## src/rtl/tmrps_defs.vh

```
// Register offsets, field positions and reset values for the timer unit.
// Assumes inclusion by the timer design file, the checker and the testbench.
`ifndef TMRPS_DEFS_VH
`define TMRPS_DEFS_VH

// Count word index and byte addresses on the AXI4-Lite bus
`define TMRPS_COUNT_IDX 4'h1
`define TMRPS_COUNT_ADDR 6'h04
`define TMRPS_OPTION_ADDR 6'h08
`define TMRPS_STATUS_ADDR 6'h0c

// Configuration fields
`define TMRPS_CSS_BIT 5
`define TMRPS_SES_BIT 4
`define TMRPS_PSA_BIT 3
`define TMRPS_RATE_MSB 2
`define TMRPS_RATE_LSB 0
`define TMRPS_OPTION_RST 6'h3f

// Cycles of increment suppression after a count write
`define TMRPS_WR_HOLD 2'h2

`define TMRPS_RESP_OKAY 2'b00
`define TMRPS_RESP_SLVERR 2'b10

`endif

```

## src/rtl/tmrps_prescaler.v

```verilog
// Shared prescaler: free counter, one-cycle tick at selected ratio.
// Assumes count_pulse is in the aclk domain; each cycle it is high counts once (timer mode holds it high).
`timescale 1ns/1ns
module tmrps_prescaler #(
  parameter WIDTH = 8
) (
  input wire aclk,
  input wire aresetn,
  input wire count_pulse,
  input wire clear,
  input wire [2:0] rate,
  output reg tick_q
);

  reg [WIDTH-1:0] div_q;
  wire [WIDTH-1:0] div_d;
  // Mask selects 2^(rate+1)
  wire [WIDTH-1:0] mask;

  assign div_d = div_q + {{(WIDTH-1){1'b0}}, 1'b1};
  assign mask = (({{(WIDTH-1){1'b0}}, 1'b1} << rate) << 1) - 
                {{(WIDTH-1){1'b0}}, 1'b1};

  // Count is internal only, never read or loaded by software
  always @(posedge aclk) begin
    if (!aresetn || clear) begin
      div_q <= {WIDTH{1'b0}};
      tick_q <= 1'b0;
    end else begin
      tick_q <= 1'b0;
      if (count_pulse) begin
        div_q <= div_d;
        if ((div_d & mask) == {WIDTH{1'b0}}) begin
          tick_q <= 1'b1;
        end
      end
    end
  end

endmodule // tmrps_prescaler

```

## src/rtl/tmrps_timer.v

```verilog
// 8-bit timer/counter with shared prescaler, AXI4-Lite register slave.
// Assumes external count pin synchronous to aclk domain logic needs.
// Notes on behaviour
// - Eight-bit count register, software read/write
// - Source select clear picks instruction cycle
// - Timer mode without prescaler counts every cycle
// - Count write blocks increment two cycles
// - Source select set counts pin edges
// - Edge select: clear rising, set falling
// - Prescaler serves timer or watchdog, not both
// - Assign bit clear timer, set watchdog
// - Prescaler count hidden and unloadable
// - Timer ratios 1:2 through 1:256
// - Count at 04h, kept over resets
// - Reset sets all six configuration bits
`timescale 1ns/1ns
`include "tmrps_defs.vh"
module tmrps_timer #(
  parameter PS_WIDTH = 8
) (
  input wire aclk,
  input wire aresetn,
  input wire external_count_pin,
  input wire wdt_clock_pulse,
  output reg wdt_tick_q,
  output reg [7:0] timer_count_q,
  input wire [5:0] s_axi_awaddr,
  input wire s_axi_awvalid,
  output reg s_axi_awready,
  input wire [31:0] s_axi_wdata,
  input wire [3:0] s_axi_wstrb,
  input wire s_axi_wvalid,
  output reg s_axi_wready,
  output reg [1:0] s_axi_bresp,
  output reg s_axi_bvalid,
  input wire s_axi_bready,
  input wire [5:0] s_axi_araddr,
  input wire s_axi_arvalid,
  output reg s_axi_arready,
  output reg [31:0] s_axi_rdata,
  output reg [1:0] s_axi_rresp,
  output reg s_axi_rvalid,
  input wire s_axi_rready
);

  function mapped;
    input [5:0] a;
    begin
      mapped = (a == `TMRPS_COUNT_ADDR) || (a == `TMRPS_OPTION_ADDR) ||
               (a == `TMRPS_STATUS_ADDR);
    end
  endfunction

  ////////////////////////////////////////////////////////////////////////
  // Pin synchroniser and edge detect

  reg pin_meta_q;
  reg pin_sync_q;
  reg pin_prev_q;
  always @(posedge aclk) begin
    pin_meta_q <= external_count_pin;
    pin_sync_q <= pin_meta_q;
    pin_prev_q <= pin_sync_q;
  end

  reg [5:0] option_q;
  wire count_source_select = option_q[`TMRPS_CSS_BIT];
  wire source_edge_select = option_q[`TMRPS_SES_BIT];
  wire prescaler_assign = option_q[`TMRPS_PSA_BIT];
  wire [2:0] prescale_rate = option_q[`TMRPS_RATE_MSB:`TMRPS_RATE_LSB];

  wire rise = pin_sync_q & ~pin_prev_q;
  wire fall = ~pin_sync_q & pin_prev_q;
  // Polarity chosen by edge bit, only sync stage observed
  wire pin_event = source_edge_select ? fall : rise;
  // Timer mode counts each cycle, counter mode counts pin edges
  wire src_pulse = count_source_select ? pin_event : 1'b1;

  ////////////////////////////////////////////////////////////////////////
  // Prescaler routing

  // One prescaler, steered by assign bit
  wire ps_in = prescaler_assign ? wdt_clock_pulse : src_pulse;
  wire ps_tick;
  reg psa_prev_q;
  // Reassignment clears prescaler so stale count never leaks across
  wire ps_clear = psa_prev_q != prescaler_assign;

  tmrps_prescaler #(
    .WIDTH(PS_WIDTH)
  ) u_ps (
    .aclk(aclk),
    .aresetn(aresetn),
    .count_pulse(ps_in),
    .clear(ps_clear),
    .rate(prescale_rate),
    .tick_q(ps_tick)
  );

  wire inc_src = prescaler_assign ? src_pulse : ps_tick;
  wire wdt_src = prescaler_assign ? ps_tick : wdt_clock_pulse;

  ////////////////////////////////////////////////////////////////////////
  // AXI4-Lite write channel

  reg aw_held_q;
  reg w_held_q;
  reg [5:0] awaddr_q;
  reg [31:0] wdata_q;
  reg [3:0] wstrb_q;
  wire aw_take = s_axi_awvalid & s_axi_awready;
  wire w_take = s_axi_wvalid & s_axi_wready;
  wire aw_have = aw_held_q | aw_take;
  wire w_have = w_held_q | w_take;
  wire [5:0] wa = aw_held_q ? awaddr_q : s_axi_awaddr;
  wire [31:0] wd = w_held_q ? wdata_q : s_axi_wdata;
  wire [3:0] ws = w_held_q ? wstrb_q : s_axi_wstrb;
  wire wr_fire = aw_have & w_have & ~s_axi_bvalid;
  wire count_wr = wr_fire && wa == `TMRPS_COUNT_ADDR && ws[0];
  wire option_wr = wr_fire && wa == `TMRPS_OPTION_ADDR && ws[0];

  reg [1:0] hold_q;

  always @(posedge aclk) begin
    if (!aresetn) begin
      aw_held_q <= 1'b0;
      w_held_q <= 1'b0;
      awaddr_q <= 6'h00;
      wdata_q <= 32'h00000000;
      wstrb_q <= 4'h0;
      s_axi_awready <= 1'b0;
      s_axi_wready <= 1'b0;
      s_axi_bvalid <= 1'b0;
      s_axi_bresp <= `TMRPS_RESP_OKAY;
    end else begin
      s_axi_awready <= ~aw_have & ~s_axi_bvalid & ~s_axi_awready;
      s_axi_wready <= ~w_have & ~s_axi_bvalid & ~s_axi_wready;
      if (aw_take) begin
        awaddr_q <= s_axi_awaddr;
      end
      if (w_take) begin
        wdata_q <= s_axi_wdata;
        wstrb_q <= s_axi_wstrb;
      end
      if (wr_fire) begin
        aw_held_q <= 1'b0;
        w_held_q <= 1'b0;
        s_axi_awready <= 1'b0;
        s_axi_wready <= 1'b0;
        s_axi_bvalid <= 1'b1;
        s_axi_bresp <= mapped(wa) ? `TMRPS_RESP_OKAY : `TMRPS_RESP_SLVERR;
      end else begin
        aw_held_q <= aw_have;
        w_held_q <= w_have;
        if (s_axi_bvalid && s_axi_bready) begin
          s_axi_bvalid <= 1'b0;
        end
      end
    end
  end

  ////////////////////////////////////////////////////////////////////////
  // Count and configuration registers

  // Count has no reset: undefined at power-up, kept over other resets
  always @(posedge aclk) begin
    if (count_wr) begin
      timer_count_q <= wd[7:0];
    end else if (inc_src && hold_q == 2'h0) begin
      timer_count_q <= timer_count_q + 8'h01;
    end
  end

  always @(posedge aclk) begin
    if (!aresetn) begin
      hold_q <= 2'h0;
      option_q <= `TMRPS_OPTION_RST;
      psa_prev_q <= 1'b1;
      wdt_tick_q <= 1'b0;
    end else begin
      psa_prev_q <= prescaler_assign;
      wdt_tick_q <= wdt_src;
      if (count_wr) begin
        hold_q <= `TMRPS_WR_HOLD;
      end else if (hold_q != 2'h0) begin
        hold_q <= hold_q - 2'h1;
      end
      if (option_wr) begin
        option_q <= wd[5:0];
      end
    end
  end

  ////////////////////////////////////////////////////////////////////////
  // AXI4-Lite read channel

  always @(posedge aclk) begin
    if (!aresetn) begin
      s_axi_arready <= 1'b0;
      s_axi_rvalid <= 1'b0;
      s_axi_rdata <= 32'h00000000;
      s_axi_rresp <= `TMRPS_RESP_OKAY;
    end else begin
      s_axi_arready <= ~s_axi_rvalid & ~s_axi_arready;
      if (s_axi_arvalid && s_axi_arready) begin
        s_axi_arready <= 1'b0;
        s_axi_rvalid <= 1'b1;
        s_axi_rresp <= mapped(s_axi_araddr) ? `TMRPS_RESP_OKAY :
                       `TMRPS_RESP_SLVERR;
        case (s_axi_araddr)
          `TMRPS_COUNT_ADDR: s_axi_rdata <= {24'h000000, timer_count_q};
          `TMRPS_STATUS_ADDR: s_axi_rdata <= {29'h00000000, hold_q,
                                              pin_sync_q};
          // Configuration is write-only; prescaler count never exposed
          default: s_axi_rdata <= 32'h00000000;
        endcase
      end else if (s_axi_rvalid && s_axi_rready) begin
        s_axi_rvalid <= 1'b0;
      end
    end
  end

endmodule // tmrps_timer

```

## config.mk

```make
export PLATFORM = sky130hd
export DESIGN_NAME = tmrps_timer
export DESIGN_NICKNAME = d
export VERILOG_FILES = /design/src/rtl/tmrps_prescaler.v /design/src/rtl/tmrps_timer.v
export VERILOG_INCLUDE_DIRS = /design/src /design/src/rtl
export SDC_FILE = /design/constraint.sdc
export NUM_CORES = 1
export LEC_CHECK = 0
export ABC_CLOCK_PERIOD_IN_PS = 5700
export BUFFER_PORTS_ARGS = -buffer_cell sky130_fd_sc_hd__buf_2
export CAP_MARGIN = 20
export CELL_PAD_IN_SITES_DETAIL_PLACEMENT = 1
export CELL_PAD_IN_SITES_GLOBAL_PLACEMENT = 2
export CORE_MARGIN = 4
export CORE_UTILIZATION = 31
export CTS_CLUSTER_SIZE = 30
export DETAILED_ROUTE_END_ITERATION = 8
export PLACE_DENSITY_LB_ADDON = 0.1
export SLEW_MARGIN = 10
export SYNTH_ARGS = -nofsm -noshare
export SYNTH_HDL_FRONTEND = slang
export SYNTH_HIERARCHICAL = 1
export SYNTH_SLANG_ARGS = --single-unit
export TNS_END_PERCENT = 10
```

## constraint.sdc

```tcl
create_clock -name aclk -period 5.7 [get_ports aclk]
set_clock_uncertainty 0.15 [all_clocks]
set_input_delay 0.855 -clock aclk [delete_from_list [all_inputs] [get_ports aclk]]
set_output_delay 0.855 -clock aclk [all_outputs]
set_load 0.1 [all_outputs]
```

==> impl_metrics.ini, run 1 <==
[route]
wl_per_cell_um = 14.15
drtIter0Drc = 75
drt-total-wl_um = 7104
drc = 0
via_count = 2382
drt-pass1-iter-count = 4
detail-route-antenna-nets = 0
via_per_inst = 4.745

[global_route]
grtUsageTotal_pct = 13.00
grt_first_pass_wirelength_um = 11660
grtUsageMet2_pct = 20.54
antenna_found_initial = 0
use_met1_pct = 16.61
grt_max_degree = 35
grt.overflow.total = 0
gr-usage-met3_pct = 4.857
busiest_layer = met2
grt_pass1_vias = 2378

[synth]
synth_top_family_by_area = simple AND/OR/NAND/NOR gates
synth_fa_ha_area_share_pct = 0.8375
ys_ff_latch = 62
ys.flop_type = dfxtp_1
synth_area_per_cell_um2 = 9.222
synth_cell_types = 46
synth_compound_area_share_pct = 12.65
ys_seq_area_share_pct = 44.22
synth_top_area_share_pct = 36.18
synthArstFlopShare_pct = 0
synth_simple_gate_area_share_pct = 19.39
yosysWarnings = 6
syn-cell-area_mm2 = 0.002988
postSynthCellCount = 324
yosysMostFrequentCell = dfxtp_1
synthTopCellsByCount = 54 x dfxtp_1, 38 x nand2_1, 29 x buf_4
yosysTopAreaCell = dfxtp_1
netlist_top_cells_area = dfxtp_1 36%, edfxtp_1 8.0%, buf_4 7.3%
synthMuxAreaShare_pct = 8.166
synth_edf_count = 8
synth_xor_area_share_pct = 4.690

[layout]
register_area_mm2 = 0.001321
fill_cells = 1136
drive_gt1_share_pct = 20.11
multi_input_area_mm2 = 0.001464
diodes = 0
num-nets-final = 430
area.growth.synth_to_final_pct = 13.65

[floorplanning]
num_io_pins = 107
coreArea_mm2 = 0.009328
die_h_um = 106.2
rows = 35
start_util_pct = 32.03
die_area_mm2 = 0.01127
die_x_um = 106.2

[sta]
hold_viol = 0
period_share_pct = 47.62
relSlewSlack_pct = 50.30
fmax_ghz = 0.3685
finalSetupTns_ps = 0
slew_viol_final = 0
tightest_slew_ps = 737.8
rsz0062_at_grt = false
min_period_ps = 2714
whs_ps = 184.2
setup_viol = 0

[setup_path]
cp_slowest_cell = or4_1
r2r_slack_ps = 3020
crit_type = input port to flip-flop
crit_chain = buf_2, or4_1, o22ai_4, nand3_2, o31ai_1, buf_4
worstPathArrival_ps = 2600
r2r_end = timer_count_q[7]$_DFFE_PP_
critPathCaptureType = flip-flop
cp.required_ps = 5590
rr_startpoint = w_held_q$_SDFF_PP0_
ff2ff_path_depth = 5
critPathMaxFanout = 11
critical_path.startpoint_type = input port
crit_path_max_incr_delay_ps = 570

[power_and_ir_drop]
power_density_mw_per_mm2 = 303.2
p_leak_uw = 0.001397
vdd_drop_max_mv = 0.1165

[clock_tree]
cts_setup_buffers = 0
cts_root_buf = clkbuf_8
clkSlewWorstSetupHoldPaths_ps = 60
cts_resized = 0
cts_buffer_depth = 2
cts-buffers-inserted = 9
hold_buffers = 0
insertion_delay_ps = 330
cts_tree = done
clock-sinks = 62
h-tree-depth = 3

[worst_hold_path]
hp-start = pin_meta_q$_DFF_P_
holdCritPathClass = flip-flop to flip-flop
hold_depth = 0
holdPathEnd = pin_sync_q$_DFF_P_

[run_status]
outcome = finished, final reports clean

[job]
max_cap_violations = 0

[placement]
port_buffers = 53
dpl.hpwl_um = 5142
gp_congestion = 0.7081
critical path, delay by kind of cell:
kind | cells | cell delay [ps]
and+or+nand+nor | 2 | 920
AOI/OAI and AO/OA | 2 | 490
buffers and inverters | 2 | 330
registers in the layout, indices dropped and copies added, names as in the netlist, 2 cells and up:
register and flops:
s_axi_rdata 8, timer_count_q 8, u_ps/div_q 8, wdata_q 8, awaddr_q 6, option_q 6, hold_q 2
through the flow:
| step | cells | setup WS [ps] | power (uW) | area, um2 | util, % |
|---|---|---|---|---|---|
| 2_1_floorplan | 349 | 2830 | 685.7 | 3082 | - |
| 3_5_place_dp | 489 | 2645 | 709.5 | 3234 | 34.67 |
| 3_3_place_gp | 489 | 2642 | 707.8 | 3234 | 34.67 |
| 5_1_grt | 502 | 2835 | 1079 | 3396 | 36.41 |
| 4_1_cts | 502 | 2969 | 1052 | 3396 | 36.41 |
| 6_report | 502 | 2986 | 1030 | 3396 | 36.41 |
cell usage in the layout, fill, tap and decap left out, types with 11 or more instances in the layout:
cell,Yosys,layout
dfxtp_1,54,54
buf_2,3,53
nand2_1,38,38
conb_1,1,26
a21oi_1,25,25
mux2i_1,21,21
nor2_1,20,20
nand3_1,14,14
xor2_1,11,11
clkbuf_8,0,11
report_power, final:
group	total, uW	switching, uW	internal [uW]
registers	481	20.6	461
logic	217	178	39.2
clock network	331	158	173
per-layer routing:
metal  vias up  share of wire, %
met5         -                 0
met4         0              0.41
met3         2               6.5
met2        70                46
met1      1129                47
li1       1181                 -
worst max path at each step:
stage                             start                         end  slack (ps)  cells past startpoint
3_5_place_dp            s_axi_awaddr[5]  timer_count_q[7]$_DFFE_PP_        2640                      6
5_1_grt             w_held_q$_SDFF_PP0_  timer_count_q[0]$_DFFE_PP_        2830                      5
3_3_place_gp            s_axi_awaddr[5]  timer_count_q[7]$_DFFE_PP_        2640                      6
2_1_floorplan  s_axi_awready$_SDFF_PP0_  timer_count_q[0]$_DFFE_PP_        2830                      6
4_1_cts             w_held_q$_SDFF_PP0_  timer_count_q[7]$_DFFE_PP_        2970                      5
6_report                s_axi_awaddr[5]  timer_count_q[7]$_DFFE_PP_        2990                      6
layout make-up:
class	instances	share of cell area [%]
Tap cell	129	4.753
Timing Repair Buffer	54	8.032
Sequential cell	62	38.91
Inverter	4	0.4422
Multi-Input combinational cell	240	43.11
Clock buffer	11	4.458
Clock inverter	2	0.2948
logic make-up after synthesis:
| kind of cell | count (synthesis) |
|---|---|
| mux | 24 |
| buf+inv | 47 |
| flops | 62 |
| other cells | 1 |
| compound gates | 59 |
| xor+xnor | 16 |
| fa+ha+maj | 2 |
| simple gates | 113 |
Note: power is estimated with default switching activity, not from simulation.
==> run 2, diff against run 1 <==
--- a/config.mk
+++ b/config.mk
@@ -6,13 +6,14 @@
 export SDC_FILE = /design/constraint.sdc
 export NUM_CORES = 1
 export LEC_CHECK = 0
-export ABC_CLOCK_PERIOD_IN_PS = 5700
+export ABC_AREA = 1
+export ABC_CLOCK_PERIOD_IN_PS = 2350
 export BUFFER_PORTS_ARGS = -buffer_cell sky130_fd_sc_hd__buf_2
 export CAP_MARGIN = 20
 export CELL_PAD_IN_SITES_DETAIL_PLACEMENT = 1
 export CELL_PAD_IN_SITES_GLOBAL_PLACEMENT = 2
 export CORE_MARGIN = 4
-export CORE_UTILIZATION = 31
+export CORE_UTILIZATION = 24
 export CTS_CLUSTER_SIZE = 30
 export DETAILED_ROUTE_END_ITERATION = 8
 export PLACE_DENSITY_LB_ADDON = 0.1
==> constraint.sdc (replaced) <==
create_clock -name aclk -period 2.35 [get_ports aclk]
set_clock_uncertainty 0.15 [all_clocks]
set_input_delay 0.3525 -clock aclk [delete_from_list [all_inputs] [get_ports aclk]]
set_output_delay 0.3525 -clock aclk [all_outputs]
set_load 0.1 [all_outputs]
==> run 2 against run 1 <==
  * Via count rose by 20%
  * Combinational power rose to 3.5 times the previous value
  * Synthesized cell count rose by 37%
  * Clock power rose to 4.1 times the previous value
  * Die area rose by 34%
  * Global-route usage fell by 0.30 points
  * Sequential power rose to 2.5 times the previous value
  * Wire length rose by 24%
  * First-iteration DRC count rose by 68%
  * Sequential share of layout area fell by 4.6 points
  * Utilization fell by 6.2 points
  * Critical endpoint is now timer_count_q[0]$_DFFE_PP_
==> impl_metrics.ini, run 2 <==
[worst_hold_path]
holdCritPathClass = input port to flip-flop

[placement]
port_buffers = 53
gp_congestion = 0.7429
dpl.hpwl_um = 6863
dp_worst_setup_slack_ps = 368.3

[route]
drc = 0
via_per_inst = 4.214
via_count = 2870
detail-route-antenna-nets = 0
drtIter0Drc = 126
drt-total-wl_um = 8831
wl_per_cell_um = 12.97
drt-pass1-iter-count = 4

[synth]
synth_cell_types = 33
ys_ff_latch = 62
ys_seq_area_share_pct = 41.82
yosysWarnings = 6
synth_edf_count = 8
postSynthCellCount = 444
synth_area_per_cell_um2 = 7.115
netlist_top_cells_area = dfxtp_1 34%, nand2_1 14%, edfxtp_1 7.6%
synth_top_area_share_pct = 34.22
ys.flop_type = dfxtp_1
yosysMostFrequentCell = nand2_1
syn-cell-area_mm2 = 0.003159
synthTopCellsByCount = 114 x nand2_1, 58 x nor2_1, 54 x dfxtp_1
synthArstFlopShare_pct = 0
yosysTopAreaCell = dfxtp_1

[job]
max_cap_violations = 0

[layout]
final_common_cell = nand2_1
num-nets-final = 563
layout_common_cells = 114 x nand2_1, 58 x nor2_1, 54 x dfxtp_1
drive_gt1_share_pct = 18.07
area.growth.synth_to_final_pct = 22.02
diodes = 0
final_util_pct = 30.18

[setup_path]
cp.required_ps = 2200
critPathMaxFanout = 10
critical_path.startpoint_type = flip-flop
worstPathArrival_ps = 1800
critPathCaptureType = flip-flop
crit_type = flip-flop to flip-flop

[sta]
slew_viol_final = 0
hold_viol = 0
finalSetupTns_ps = 0
fmax_ghz = 0.5121
rsz0062_at_grt = false
setup_ws_ps = 397.2
min_period_ps = 1953
setup_viol = 0
period_share_pct = 83.10

[clock_tree]
insertion_delay_ps = 330
clkSlewWorstSetupHoldPaths_ps = 50
cts_root_buf = clkbuf_16
h-tree-depth = 3
cts_setup_buffers = 0
clock-sinks = 62
cts_tree = done
cts_buffer_depth = 2
cts-buffers-inserted = 9

[power_and_ir_drop]
power_density_mw_per_mm2 = 864.7
comb_power_share_pct = 22.9
p_switching_uw = 1154
seq_power_share_pct = 36.3
vdd_drop_max_mv = 0.4094
p_leak_uw = 0.001909
power.internal_uw = 2179
p_clk_share_pct = 40.8
swShare_pct = 34.63

[floorplanning]
die_area_mm2 = 0.01506
coreArea_mm2 = 0.01277
die_h_um = 122.7
rows = 41
num_io_pins = 107
start_util_pct = 24.73
die_x_um = 122.7

[global_route]
antenna_found_initial = 0
grt_max_degree = 27
busiest_layer = met2
gr-usage-met3_pct = 4.562
grt_pass1_vias = 2913
grt_first_pass_wirelength_um = 14700
use_met1_pct = 16.38
grt.overflow.total = 0
grtUsageTotal_pct = 12.70
grtUsageMet2_pct = 19.99

[run_status]
outcome = finished, final reports clean
==> run 2: area by class of cell <==
| type | instances | area, um2 |
|---|---|---|
| clock inverters | 2 | 10.01 |
| multi-input cells | 324 | 1506 |
| repair buffers | 60 | 320.3 |
| inverters | 47 | 176.4 |
| well taps | 172 | 215.2 |
| clock buffers | 14 | 305.3 |
| fillers | 1588 | 8919 |
| flip-flops and latches | 62 | 1321 |
==> run 2: routing by layer <==
metal | vias to the layer above | part of all wire [%]
met3 | 7 | 6.2
met4 | 0 | 1.2
met1 | 1310 | 47
li1 | 1491 | -
met2 | 62 | 46
met5 | - | 0
==> run 2: critical path, stage by stage (launching register included) <==
cell	delay [ps]
dfxtp_1	450
inv_2	160
nand2_1	150
nand3_2	120
a21oi_4	150
nand2_2	150
nand2_1	300
==> run 2: cells by family (layout without fill, tap and decap cells) <==
family                     Yosys count  in the layout  share of synthesized area, %
buffers and inverters               83            123                         13.47
DFF                                 62             62                         41.82
adders and majority gates            2              2                        0.7920
AOI/OAI and AO/OA                   54             54                         9.426
xor gates and xnor gates             7              7                         1.941
and+or+nand+nor                    235            235                         32.44
other                                1             26                        0.1187
==> run 2: final timing paths <==
path                            depth (start not counted)                         end                start  slack [ps]
worst max-delay path                                    6  timer_count_q[0]$_DFFE_PP_  w_held_q$_SDFF_PP0_         400
worst min-delay path                                    4   s_axi_rvalid$_SDFFE_PN0P_         s_axi_rready         130
worst max register to register                          6  timer_count_q[0]$_DFFE_PP_  w_held_q$_SDFF_PP0_         400
worst min register to register                          0          pin_sync_q$_DFF_P_   pin_meta_q$_DFF_P_         200
==> run 2: what timing repair did <==
| action | in CTS | in global routing |
|---|---|---|
| resized for setup | 0 | 0 |
| hold buffers | 1 | 0 |
| endpoints found under the hold margin | 1 | 0 |
==> run 2: metrics by stage <==
step / total power, uW / hold WS (ps) / cell area [um2] / cells
2_1_floorplan: 1884 / 159.6 / 3253 / 469
3_3_place_gp: 1996 / 167.7 / 3530 / 664
3_5_place_dp: 2003 / 163.5 / 3530 / 664
4_1_cts: 3407 / 109.5 / 3855 / 681
5_1_grt: 3515 / 147.7 / 3855 / 681
6_report: 3333 / 126.0 / 3855 / 681
==> run 2: power groups by stage <==
stage,sequential [uW],clock (uW),combinational [uW]
2_1_floorplan,1430,0,456
3_3_place_gp,1230,0,763
3_5_place_dp,1230,0,769
4_1_cts,1210,1420,771
5_1_grt,1220,1470,827
6_report,1210,1360,762
